$ cat src/sctrim_pkg.sv
// package for the system clock prescaler and rc oscillator trim block
// assumes a single 40 MHz block clock and an axi4-lite register master
package sctrim_pkg;

   // ----------------------------------------------------------------
   // register map (index = printed offset, byte address = 4 * index)
   // ----------------------------------------------------------------
   localparam int unsigned ADDR_W          = 12;
   localparam logic [7:0]  DIVCTL_IDX      = 8'h61;
   localparam logic [7:0]  TRIM_IDX        = 8'h66;
   localparam logic [ADDR_W-1:0] DIVCTL_ADDR = {2'h0, DIVCTL_IDX, 2'h0};
   localparam logic [ADDR_W-1:0] TRIM_ADDR   = {2'h0, TRIM_IDX, 2'h0};

   // ----------------------------------------------------------------
   // divider control and oscillator trim fields
   // ----------------------------------------------------------------
   typedef struct packed {
      logic       change_enable;
      logic [2:0] reserved;
      logic [3:0] divider_select;
   } sctrim_divctl_t;

   typedef struct packed {
      logic       trim_range_bit;
      logic [6:0] trim_fine_bits;
   } sctrim_trim_t;

   localparam logic [3:0] SEL_RESET_UNPROG = 4'h0;
   localparam logic [3:0] SEL_RESET_FUSE   = 4'h3;
   localparam logic [3:0] SEL_MAX          = 4'h8;
   localparam logic [7:0] TRIM_RESET       = 8'h00;

   // ----------------------------------------------------------------
   // timing
   // ----------------------------------------------------------------
   localparam logic [2:0] CE_WINDOW        = 3'h4;
   localparam logic [1:0] SYNC_FILL        = 2'h3;
   localparam int unsigned DIV_CNT_W       = 8;

   // ----------------------------------------------------------------
   // bus answers
   // ----------------------------------------------------------------
   localparam logic [1:0] RESP_OKAY        = 2'h0;
   localparam logic [1:0] RESP_SLVERR      = 2'h2;

endpackage

$ cat src/sctrim_divider.sv
// glitch-free power-of-two clock enable divider
// assumes select changes arrive from logic on the same clock
`timescale 1ns/10ps
module sctrim_divider
(
   input  wire logic       ref_clk_i,
   input  wire logic       resetn_i,
   input  wire logic [3:0] select_i,
   output logic            tick_o
);

   // ----------------------------------------------------------------
   // count state, never visible to software
   // ----------------------------------------------------------------
   logic [sctrim_pkg::DIV_CNT_W-1:0] cnt_r;
   logic [3:0]                       act_sel_r;
   logic                             tick_r;
   logic [sctrim_pkg::DIV_CNT_W-1:0] mask;
   logic                             wrap;
   logic [3:0]                       eff_sel;

   // reserved codes fall back to the slowest rate, never faster
   assign eff_sel = (select_i > sctrim_pkg::SEL_MAX) ? sctrim_pkg::SEL_MAX : select_i;
   assign mask    = sctrim_pkg::DIV_CNT_W'((9'h001 << act_sel_r) - 9'h001);
   assign wrap    = ((cnt_r & mask) == mask);

   // new setting only at a boundary of the old period; the counter restarts
   // so the first new period is whole: no short pulse in between  // see [RL1]
   always_ff @(posedge ref_clk_i or negedge resetn_i)
   begin
      if (!resetn_i)
      begin
         cnt_r     <= '0;
         act_sel_r <= sctrim_pkg::SEL_RESET_UNPROG;
         tick_r    <= 1'b0;
      end
      else if (wrap)
      begin
         cnt_r     <= '0;                 // see [RL2]
         act_sel_r <= eff_sel;            // see [RL3]
         tick_r    <= 1'b1;
      end
      else
      begin
         cnt_r  <= cnt_r + 1'b1;          // see [RL2]
         tick_r <= 1'b0;
      end
   end

   assign tick_o = tick_r;

endmodule // sctrim_divider

$ cat src/sctrim_top.sv
// system clock prescaler and rc oscillator trim, axi4-lite slave
// assumes fuse and factory trim are static straps from outside the clock domain
//
// Notes on behaviour
// [RL1] divider switches without glitch or faster period
// [RL2] counter runs on source clock, hidden
// [RL3] new rate after old then new period
// [RL4] software first writes change-enable alone
// [RL5] software writes select within four cycles
// [RL6] software keeps interrupts off during sequence
// [RL7] change-enable updates only with others zero
// [RL8] change-enable clears after four cycles or write
// [RL9] rewriting change-enable neither restarts nor clears
// [RL10] select is power-of-two factor, codes 9-15 reserved
// [RL11] reset select from divide-by-eight fuse
// [RL12] any select writable regardless of fuse
// [RL13] divided enable paces cpu and peripherals
// [RL14] trim loads factory value at reset
// [RL15] trim writes steer oscillator frequency
// [RL16] trim top bit selects overlapping range
// [RL17] lower trim bits tune monotonically
// [RL18] software avoids trim above 8.8 MHz when writing
// [RL19] divider bits six to four read zero
`timescale 1ns/10ps
module sctrim_top
(
   input  wire logic                          ref_clk_i,
   input  wire logic                          resetn_i,
   // straps
   input  wire logic                          divide_by_eight_fuse_i,
   input  wire logic [7:0]                    factory_trim_i,
   // axi4-lite
   input  wire logic [sctrim_pkg::ADDR_W-1:0] s_axi_awaddr,
   input  wire logic                          s_axi_awvalid,
   output logic                               s_axi_awready,
   input  wire logic [31:0]                   s_axi_wdata,
   input  wire logic [3:0]                    s_axi_wstrb,
   input  wire logic                          s_axi_wvalid,
   output logic                               s_axi_wready,
   output logic [1:0]                         s_axi_bresp,
   output logic                               s_axi_bvalid,
   input  wire logic                          s_axi_bready,
   input  wire logic [sctrim_pkg::ADDR_W-1:0] s_axi_araddr,
   input  wire logic                          s_axi_arvalid,
   output logic                               s_axi_arready,
   output logic [31:0]                        s_axi_rdata,
   output logic [1:0]                         s_axi_rresp,
   output logic                               s_axi_rvalid,
   input  wire logic                          s_axi_rready,
   // clock system
   output logic                               sys_clk_en_o,
   output logic                               trim_range_o,
   output logic [6:0]                         trim_fine_o
);

   // ----------------------------------------------------------------
   // decode
   // ----------------------------------------------------------------
   function automatic logic reg_hit(input logic [sctrim_pkg::ADDR_W-1:0] addr,
                                    input logic [sctrim_pkg::ADDR_W-1:0] base);
      reg_hit = (addr[sctrim_pkg::ADDR_W-1:2] == base[sctrim_pkg::ADDR_W-1:2]);
   endfunction

   // ----------------------------------------------------------------
   // strap capture: three stages, accepted when stages two and three agree
   // ----------------------------------------------------------------
   logic [8:0] strap_s1_r;
   logic [8:0] strap_s2_r;
   logic [8:0] strap_s3_r;
   logic [1:0] fill_r;
   logic       init_done_r;
   logic       strap_ok;

   always_ff @(posedge ref_clk_i or negedge resetn_i)
   begin
      if (!resetn_i)
      begin
         strap_s1_r <= '0;
         strap_s2_r <= '0;
         strap_s3_r <= '0;
      end
      else
      begin
         strap_s1_r <= {divide_by_eight_fuse_i, factory_trim_i};
         strap_s2_r <= strap_s1_r;
         strap_s3_r <= strap_s2_r;
      end
   end

   // straps that keep toggling hold off init rather than load a torn value
   assign strap_ok = (fill_r == sctrim_pkg::SYNC_FILL) && (strap_s2_r == strap_s3_r);

   always_ff @(posedge ref_clk_i or negedge resetn_i)
   begin
      if (!resetn_i)
      begin
         fill_r <= '0;
      end
      else if (fill_r != sctrim_pkg::SYNC_FILL)
      begin
         fill_r <= fill_r + 1'b1;
      end
   end

   // ----------------------------------------------------------------
   // axi write channel
   // ----------------------------------------------------------------
   logic                          awready_r;
   logic                          wready_r;
   logic                          bvalid_r;
   logic [1:0]                    bresp_r;
   logic                          aw_have_r;
   logic                          w_have_r;
   logic [sctrim_pkg::ADDR_W-1:0] awaddr_r;
   logic [7:0]                    wbyte_r;
   logic                          wlane_r;
   logic                          aw_hs;
   logic                          w_hs;
   logic                          wr_go;
   logic                          wr_div;
   logic                          wr_trim;

   assign aw_hs   = s_axi_awvalid && awready_r;
   assign w_hs    = s_axi_wvalid && wready_r;
   assign wr_go   = aw_have_r && w_have_r && !bvalid_r;
   // a write without byte lane 0 is still answered but changes nothing
   assign wr_div  = wr_go && wlane_r && reg_hit(awaddr_r, sctrim_pkg::DIVCTL_ADDR);
   assign wr_trim = wr_go && wlane_r && reg_hit(awaddr_r, sctrim_pkg::TRIM_ADDR);

   always_ff @(posedge ref_clk_i or negedge resetn_i)
   begin
      if (!resetn_i)
      begin
         awready_r <= 1'b0;
         wready_r  <= 1'b0;
         aw_have_r <= 1'b0;
         w_have_r  <= 1'b0;
         awaddr_r  <= '0;
         wbyte_r   <= '0;
         wlane_r   <= 1'b0;
         bvalid_r  <= 1'b0;
         bresp_r   <= sctrim_pkg::RESP_OKAY;
      end
      else
      begin
         if (init_done_r && !aw_have_r && !bvalid_r && !aw_hs)
         begin
            awready_r <= 1'b1;
         end
         else if (aw_hs)
         begin
            awready_r <= 1'b0;
         end
         if (init_done_r && !w_have_r && !bvalid_r && !w_hs)
         begin
            wready_r <= 1'b1;
         end
         else if (w_hs)
         begin
            wready_r <= 1'b0;
         end
         if (aw_hs)
         begin
            aw_have_r <= 1'b1;
            awaddr_r  <= s_axi_awaddr;
         end
         if (w_hs)
         begin
            w_have_r <= 1'b1;
            wbyte_r  <= s_axi_wdata[7:0];
            wlane_r  <= s_axi_wstrb[0];
         end
         if (wr_go)
         begin
            aw_have_r <= 1'b0;
            w_have_r  <= 1'b0;
            bvalid_r  <= 1'b1;
            bresp_r   <= (reg_hit(awaddr_r, sctrim_pkg::DIVCTL_ADDR) || reg_hit(awaddr_r, sctrim_pkg::TRIM_ADDR))
                         ? sctrim_pkg::RESP_OKAY : sctrim_pkg::RESP_SLVERR;
         end
         else if (bvalid_r && s_axi_bready)
         begin
            bvalid_r <= 1'b0;
         end
      end
   end

   // ----------------------------------------------------------------
   // divider control register
   // ----------------------------------------------------------------
   sctrim_pkg::sctrim_divctl_t wdiv;
   logic                       ce_r;
   logic [2:0]                 ce_cnt_r;
   logic [3:0]                 sel_r;
   logic                       ce_set;
   logic                       sel_write;
   logic                       ce_expire;

   assign wdiv      = sctrim_pkg::sctrim_divctl_t'(wbyte_r);
   // enable only sets when every other bit is written zero  // see [RL7]
   assign ce_set    = wr_div && wdiv.change_enable && (wdiv.reserved == 3'h0) && (wdiv.divider_select == 4'h0);
   // the second step must carry a zero enable and find the window open  // see [RL4] [RL5]
   assign sel_write = wr_div && !wdiv.change_enable && ce_r;
   assign ce_expire = ce_r && (ce_cnt_r == 3'h1);

   always_ff @(posedge ref_clk_i or negedge resetn_i)
   begin
      if (!resetn_i)
      begin
         ce_r     <= 1'b0;
         ce_cnt_r <= '0;
      end
      else if (sel_write || ce_expire)
      begin
         ce_r     <= 1'b0;                // see [RL8]
         ce_cnt_r <= '0;
      end
      else if (ce_set && !ce_r)
      begin
         ce_r     <= 1'b1;
         ce_cnt_r <= sctrim_pkg::CE_WINDOW;
      end
      else if (ce_r)
      begin
         ce_cnt_r <= ce_cnt_r - 1'b1;     // a repeat set leaves the count alone  // see [RL9]
      end
   end

   // fuse sets only the starting value; later writes take any code  // see [RL11] [RL12]
   always_ff @(posedge ref_clk_i or negedge resetn_i)
   begin
      if (!resetn_i)
      begin
         sel_r <= sctrim_pkg::SEL_RESET_UNPROG;
      end
      else if (!init_done_r && strap_ok)
      begin
         sel_r <= strap_s3_r[8] ? sctrim_pkg::SEL_RESET_FUSE : sctrim_pkg::SEL_RESET_UNPROG; // see [RL11]
      end
      else if (sel_write)
      begin
         sel_r <= wdiv.divider_select;    // see [RL12]
      end
   end

   // ----------------------------------------------------------------
   // oscillator trim register
   // ----------------------------------------------------------------
   sctrim_pkg::sctrim_trim_t trim_r;

   always_ff @(posedge ref_clk_i or negedge resetn_i)
   begin
      if (!resetn_i)
      begin
         trim_r      <= sctrim_pkg::TRIM_RESET;
         init_done_r <= 1'b0;
      end
      else if (!init_done_r && strap_ok)
      begin
         trim_r      <= sctrim_pkg::sctrim_trim_t'(strap_s3_r[7:0]);  // see [RL14]
         init_done_r <= 1'b1;
      end
      else if (wr_trim)
      begin
         trim_r <= sctrim_pkg::sctrim_trim_t'(wbyte_r);               // see [RL15]
      end
   end

   // range bit and fine bits go out unchanged to the oscillator  // see [RL16] [RL17]
   assign trim_range_o = trim_r.trim_range_bit;
   assign trim_fine_o  = trim_r.trim_fine_bits;

   // ----------------------------------------------------------------
   // axi read channel
   // ----------------------------------------------------------------
   logic        arready_r;
   logic        rvalid_r;
   logic [31:0] rdata_r;
   logic [1:0]  rresp_r;
   logic        ar_hs;
   logic        rd_div;
   logic        rd_trim;
   logic [31:0] rd_mux;
   sctrim_pkg::sctrim_divctl_t rdiv;

   assign ar_hs   = s_axi_arvalid && arready_r;
   assign rd_div  = reg_hit(s_axi_araddr, sctrim_pkg::DIVCTL_ADDR);
   assign rd_trim = reg_hit(s_axi_araddr, sctrim_pkg::TRIM_ADDR);
   // reserved bits read zero, writes to them are dropped  // see [RL19]
   assign rdiv    = '{change_enable: ce_r, reserved: 3'h0, divider_select: sel_r};
   assign rd_mux  = rd_div  ? {24'h000000, rdiv} :
                    rd_trim ? {24'h000000, trim_r} : 32'h00000000;

   always_ff @(posedge ref_clk_i or negedge resetn_i)
   begin
      if (!resetn_i)
      begin
         arready_r <= 1'b0;
         rvalid_r  <= 1'b0;
         rdata_r   <= '0;
         rresp_r   <= sctrim_pkg::RESP_OKAY;
      end
      else if (ar_hs)
      begin
         arready_r <= 1'b0;
         rvalid_r  <= 1'b1;
         rdata_r   <= rd_mux;
         rresp_r   <= (rd_div || rd_trim) ? sctrim_pkg::RESP_OKAY : sctrim_pkg::RESP_SLVERR;
      end
      else if (rvalid_r && s_axi_rready)
      begin
         rvalid_r  <= 1'b0;
         arready_r <= 1'b1;
      end
      else if (init_done_r && !rvalid_r)
      begin
         arready_r <= 1'b1;
      end
   end

   // ----------------------------------------------------------------
   // divider: its enable paces every synchronous consumer  // see [RL13]
   // ----------------------------------------------------------------
   sctrim_divider u_divider
   (
      .ref_clk_i (ref_clk_i),
      .resetn_i  (resetn_i),
      .select_i  (sel_r),           // see [RL10]
      .tick_o    (sys_clk_en_o)
   );

   assign s_axi_awready = awready_r;
   assign s_axi_wready  = wready_r;
   assign s_axi_bvalid  = bvalid_r;
   assign s_axi_bresp   = bresp_r;
   assign s_axi_arready = arready_r;
   assign s_axi_rvalid  = rvalid_r;
   assign s_axi_rdata   = rdata_r;
   assign s_axi_rresp   = rresp_r;

endmodule // sctrim_top

$ cat config.mk
export PLATFORM = sky130hd
export DESIGN_NAME = sctrim_top
export DESIGN_NICKNAME = d
export VERILOG_FILES = /design/src/sctrim_pkg.sv /design/src/sctrim_divider.sv /design/src/sctrim_top.sv
export SDC_FILE = /design/constraint.sdc
export NUM_CORES = 1
export LEC_CHECK = 0
export BUFFER_PORTS_ARGS = -buffer_cell sky130_fd_sc_hd__buf_2
export CAP_MARGIN = 5
export CORE_ASPECT_RATIO = 1.4
export CORE_MARGIN = 4
export CORE_UTILIZATION = 40
export CTS_BUF_LIST = sky130_fd_sc_hd__clkbuf_4
export DETAILED_ROUTE_END_ITERATION = 12
export GPL_TIMING_DRIVEN = 1
export PLACE_DENSITY_LB_ADDON = 0.05
export SLEW_MARGIN = 25
export SYNTH_ARGS = -nofsm -noshare
export SYNTH_HDL_FRONTEND = slang
export SYNTH_SLANG_ARGS = --single-unit
export TNS_END_PERCENT = 1
$ cat constraint.sdc
create_clock -name ref_clk_i -period 3.1 [get_ports ref_clk_i]
set_input_delay 0.31 -clock ref_clk_i [delete_from_list [all_inputs] [get_ports ref_clk_i]]
set_output_delay 0.31 -clock ref_clk_i [all_outputs]
set_load 0.005 [all_outputs]
### Word-level counts from Yosys, hierarchy flattened

Cells that the tools add are included.

| storage, ports and cells | value |
|---|---|
| register bits | 123 |
| bits in latches | 0 |
| bits in writable memories | 0 |
| bits in read-only memories | 0 |
| input port bits | 76 |
| output and inout port bits | 50 |
| word-level logic and storage cells | 125 |
| memories | 0 |

| cells by class | value |
|---|---|
| $add $sub $neg | 4 |
| $mul | 0 |
| divide/modulo/power cells | 0 |
| $lt $le $gt $ge | 1 |
| eq/ne operators | 9 |
| shifts and indexed selects | 1 |
| multiplexer cells | 32 |
| bitwise logic cells | 1 |
| reduce and logical (&&, ||, !) cells | 51 |

Operators by type and width:

| operator | number |
|---|---|
| == test 10 x 7 -> 1 bit, second input constant | 4 |
| two-way mux 8 bit | 5 |
| logical AND 1 bit | 26 |
| two-way mux 1 bit | 18 |
| nonzero test 2 bit | 9 |
| two-way mux 4 bit | 3 |
| == test 9 bit | 1 |
| zero test 1 bit | 9 |
| two-way mux 3 bit | 3 |
| adder 8 x 1 -> 8 bit, second input constant | 1 |
| AND 8 bit | 1 |
| == test 8 bit | 1 |
| left shift 1 x 4 -> 8 bit, first input constant | 1 |
| subtractor 8 x 1 -> 8 bit, second input constant | 1 |
| two-way mux 2 bit | 3 |
| nonzero test 3 bit | 2 |
| > comparator 4 bit, second input constant | 1 |
| zero test 4 bit | 1 |
| == test 3 x 1 -> 1 bit, second input constant | 1 |
| zero test 3 bit | 1 |
| logical OR 1 bit | 3 |
| subtractor 3 x 1 -> 3 bit, second input constant | 1 |
| adder 2 x 1 -> 2 bit, second input constant | 1 |
| == test 2 bit, second input constant | 1 |
| inequality test 2 bit, second input constant | 1 |

### Longest topological paths before layout

| depth | value |
|---|---|
| depth after elaboration | 10 |
| mapped depth | 9 |
| gate-level depth less buffers | 8 |

### By module

A second synthesis with hierarchy kept.

| second synthesis, totals | value |
|---|---|
| cell total of the unflattened synthesis | 325 |
| area total of the unflattened synthesis | 4209.0 um2 |

Modules (own cells, without submodules):

| module | instances | cells each | area an instance (um2) | sequential area each (um2) |
|---|---|---|---|---|
| sctrim_top | 1 | 262 | 3510.9 | 2052.0 |
| sctrim_divider | 1 | 63 | 698.2 | 325.3 |

### Worst setup path before layout

No wires, ideal clock.

| timing path | value |
|---|---|
| path kind | flip-flop to flip-flop |
| start | register u_divider.act_sel_r[3] |
| end | register u_divider.act_sel_r[2] |
| library setup time | 125 ps |
| data arrival time | 2441 ps |
| data required time | 2975 ps |
| path slack | 534 ps |
| cell stages (with the launch flop) | 9 |
| path buffers | 1 |
| clock period less this slack | 2566 ps |
| cell sequence | dfrtp_1 -> or4_4 -> ha_1 -> and2_1 -> o211ai_1 -> a21oi_1 -> nor4_4 -> buf_6 -> mux2_4 |

| on the way | value |
|---|---|
| longest elaborated chain between the ends | 4 |

Ends and longest elaborated chain:

| item | RTL line | text |
|---|---|---|
| from (decl) | sctrim_divider.sv:16 | `logic [3:0] act_sel_r;` |
| from (signal assigned) | sctrim_divider.sv:34 | `act_sel_r <= sctrim_pkg::SEL_RESET_UNPROG;` |
| from (signal assigned) | sctrim_divider.sv:40 | `act_sel_r <= eff_sel;` |
| left shift 1 x 4 -> 8 bit * | sctrim_divider.sv:24 | `assign mask = sctrim_pkg::DIV_CNT_W'((9'h001 << act_sel_r) - 9'h001);` |
| subtractor 8 x 1 -> 8 bit * | sctrim_divider.sv:24 |  |
| AND 8 bit | sctrim_divider.sv:25 | `assign wrap = ((cnt_r & mask) == mask);` |
| == test 8 bit * | sctrim_divider.sv:25 |  |
| net u_divider.wrap | sctrim_divider.sv:19 | `logic wrap;` |

Mark *: on every way through the listed nets, which the timed path passes. The rest lies on a longest branch.
A chain may end at the register's enable or synchronous reset.

### Worst setup path in the final report

| timing path | value |
|---|---|
| start | register u_divider.act_sel_r[3] |
| end | register u_divider.act_sel_r[1] |

| on the way | value |
|---|---|
| longest elaborated chain between the ends | 4 |

Ends and longest elaborated chain:

| item | RTL line |
|---|---|
| left shift 1 x 4 -> 8 bit * | sctrim_divider.sv:24 |
| subtractor 8 x 1 -> 8 bit * | sctrim_divider.sv:24 |
| AND 8 bit | sctrim_divider.sv:25 |
| == test 8 bit * | sctrim_divider.sv:25 |

Mark *: on every way between the ends. The rest lies on a longest branch, timed or not.

==> results.sh <==
export IMPL_post_synth_main_area_contributors="sky130_fd_sc_hd__dfrtp_1 (59%), sky130_fd_sc_hd__mux2_2 (6.7%), sky130_fd_sc_hd__buf_4 (5.0%)"
export IMPL_globalRoute_totalOverflow=0
export IMPL_post_route_cells_drive_above_1_share=0.2810
export IMPL_setup_slack_ns=0.3742
export IMPL_placed_cell_area_um2=4472
export IMPL_initial_cell_density_of_the_core=0.4101
export IMPL_antenna_violations_before_repair=0
export IMPL_synth_warnings=0
export IMPL_place_detailed_hpwl_um=5557
export IMPL_worst_clock_skew_on_the_final_layout_ns=0.01106
export IMPL_synth_area_um2=4060
export IMPL_run_status="complete, no violations"
export IMPL_worst_ep_arrival_time_ns=3.06
export IMPL_cellPowerDensity_nw_per_um2=696.1
export IMPL_max_vdd_ir_drop_uv=341.7
export IMPL_synthesis_instances=336
export IMPL_dieWidth_um=93.15
export IMPL_layout_cell_area_non_filler_um2=4777
export IMPL_clk_tree_root_cell="sky130_fd_sc_hd__clkbuf_4"
export IMPL_cts_buffer_depth=2
export IMPL_worstHoldPathType="in -> reg"
export IMPL_synthesis_area_per_instance_um2=12.08
export IMPL_power_leakage_nw=2.288
export IMPL_ys_seq_area_frac=0.5855
export IMPL_path_max_fanout=13
export IMPL_totalWireLength_um=7545
export IMPL_clock_sinks=95
export IMPL_fp_dieH_um=127.2
export IMPL_holdWs_ns=0.05138
export IMPL_number_of_synthesized_flops_with_an_enable_pin=0
export IMPL_synth_async_reset_ratio=1.000
export IMPL_fp_row_count=43
export IMPL_tightestPinTransition_ns=0.8058
export IMPL_cts_htree_levels=3
export IMPL_post_drt_wl_per_cell_um=13.43
export IMPL_timing_critical_path_required_ns=3.44
export IMPL_placed_cells=535
export IMPL_numCtsBuffers=9
export IMPL_remaining_drc_errors=0
export IMPL_via_count=2610
export IMPL_hold_violations=0
export IMPL_drt_pre_antenna_iters=4
export IMPL_path_clk_slew_ns=0.15
export IMPL_grt_first_pass_wirelength_um=12780
export IMPL_dominantRegCellSynth="sky130_fd_sc_hd__dfrtp_1"
export IMPL_area_delta_synth_final_pct=17.66
export IMPL_synth_largest_type_area_fraction=0.5855
export IMPL_final_cell_mix="sky130_fd_sc_hd__dfrtp_1 (95), sky130_fd_sc_hd__buf_2 (67), sky130_fd_sc_hd__nor2_1 (26), sky130_fd_sc_hd__conb_1 (26)"
export IMPL_yosysUniqueCellTypes=44
export IMPL_yosys_area_top_type="sky130_fd_sc_hd__dfrtp_1"
export IMPL_stdcell_count=562
export IMPL_tns_ns=0
export IMPL_critical_path_class="reg -> reg"
export IMPL_largest_net_degree_at_the_start_of_global_routing=64
export IMPL_final_replace_weighted_congestion=0.7532
export IMPL_antenna_cells_inserted=0
export IMPL_worst_case_setup_slack_after_placement_ns=0.3694
export IMPL_ant_nets_after_route=0
export IMPL_via_per_instance_ratio=4.644
export IMPL_cts_tree="built"
export IMPL_max_slew_margin=0.4628
export IMPL_worst_setup_path_end_kind="flip-flop"
export IMPL_final_setup_viol_count=0
export IMPL_numPortBuffers=68
export IMPL_clkLatencyLatePin_ns=0.44
export IMPL_rsz_0062_raised_after_global_routing="false"
export IMPL_drt_initial_drc_count=94
export IMPL_io_pins=126
export IMPL_layout_cells_most_common="sky130_fd_sc_hd__dfrtp_1"
export IMPL_cap_viol_max_count=0
export IMPL_vias_in_the_first_global_route=2608
export IMPL_track_usage=0.1390
export IMPL_cts_repair_resized=0
export IMPL_overall_die_area_um2=11850
export IMPL_clock_fmax_mhz=366.9
export IMPL_fin_nets=503
export IMPL_min_period_over_period=0.8793
export IMPL_type_of_element_launching_the_critical_path="flip-flop"
export IMPL_core_area_um2=9899
export IMPL_yosys_reg_bits=95
export IMPL_period_minus_slack_ns=2.726
export IMPL_drv_slew=0
stage by stage:
| step | util | total power, mW |
|---|---|---|
| global route | 0.4826 | 3.581 |
| detailed placement | 0.4517 | 2.521 |
| CTS | 0.4826 | 3.401 |
| global placement | 0.4517 | 2.496 |
| finish | 0.4826 | 3.326 |
| floorplan | - | 2.277 |
power by group:
part | leakage [nW] | internal [mW] | switching, mW | total, mW
registers | 1.20 | 1.48 | 0.207 | 1.69
logic | 0.986 | 0.415 | 0.366 | 0.781
clock network | 0.103 | 0.421 | 0.434 | 0.855
total | 2.29 | 2.32 | 1.01 | 3.33
metal layers:
| layer | vias up | share of wire | GRT usage |
|---|---|---|---|
| met5 | - | 0 | 0 |
| met4 | 0 | 0.016 | 0.05091 |
| met3 | 11 | 0.042 | 0.03710 |
| met2 | 44 | 0.52 | 0.2232 |
| met1 | 1266 | 0.42 | 0.1810 |
| li1 | 1289 | - | - |
sequential cells by signal, indices dropped and copies added (netlist names), 2 cells and up:
name / cells
ce_cnt_r: 3
strap_s1_r: 9
strap_s3_r: 9
u_divider.act_sel_r: 4
fill_r: 2
u_divider.cnt_r: 8
wbyte_r: 8
sel_r: 4
awaddr_r: 10
s_axi_rdata: 8
strap_s2_r: 9
trim_fine_o: 7
critical path, cell delays in order, from the launching register on:
cell	delay, ns
sky130_fd_sc_hd__dfrtp_1	0.48
sky130_fd_sc_hd__or4_4	0.58
sky130_fd_sc_hd__ha_1	0.26
sky130_fd_sc_hd__and2_1	0.16
sky130_fd_sc_hd__o211ai_1	0.18
sky130_fd_sc_hd__a21oi_1	0.13
sky130_fd_sc_hd__nor4_4	0.27
sky130_fd_sc_hd__buf_4	0.23
sky130_fd_sc_hd__mux2_2	0.35
final timing paths:
kind,from,to,slack (ns),cells after the start
setup / recovery,u_divider.act_sel_r[3],u_divider.act_sel_r[1],0.37,8
hold / removal,s_axi_rready,s_axi_rvalid,0.05,2
setup reg to reg,u_divider.act_sel_r[3],u_divider.act_sel_r[1],0.37,8
hold reg to reg,strap_s1_r[3],strap_s2_r[3],0.36,0
max in group asynchronous,resetn_i,sel_r[2],1.95,3
min in group asynchronous,resetn_i,s_axi_rdata[6],0.47,2
cell usage after synthesis (all sizes together) (3+ instances only):
library cell / count
inv: 9
clkbuf: 4
nand2: 24
nor4b: 5
a22oi: 5
o21ai: 13
xor2: 13
nor2b: 7
nor2: 26
a21oi: 16
mux2i: 12
o22ai: 3
dfrtp: 95
nand3: 8
xnor2: 4
buf: 28
nand2b: 5
nor4: 6
ha: 5
o31ai: 3
mux2: 25
logic make-up after synthesis:
logic type               Yosys count  synth area share
AND/OR/NAND/NOR                   92            0.1260
adder cells (fa/ha/maj)            5           0.01541
flip-flops                        95            0.5855
AO/OA/AOI/OAI                     48           0.07088
multiplexers                      37           0.09985
other                              1         0.0009236
XOR/XNOR                          17           0.03667
buffers and inverters             41           0.06471
cell type report:
class	count	area, um^2
clock inverter	7	127.6
tap	135	168.9
timing repair buffer	82	488.0
inverter	9	33.78
multi-input combinational	225	1514
clock buffer	9	67.56
fill	970	5122
sequential	95	2377
timing repair:
| item | 4_1_cts | 5_1_grt |
|---|---|---|
| hold buffers | 11 | 0 |
| buffers inserted | 0 | 0 |
| endpoints found under the hold margin | 72 | 0 |
Note: power is estimated with default switching activity, not from simulation.
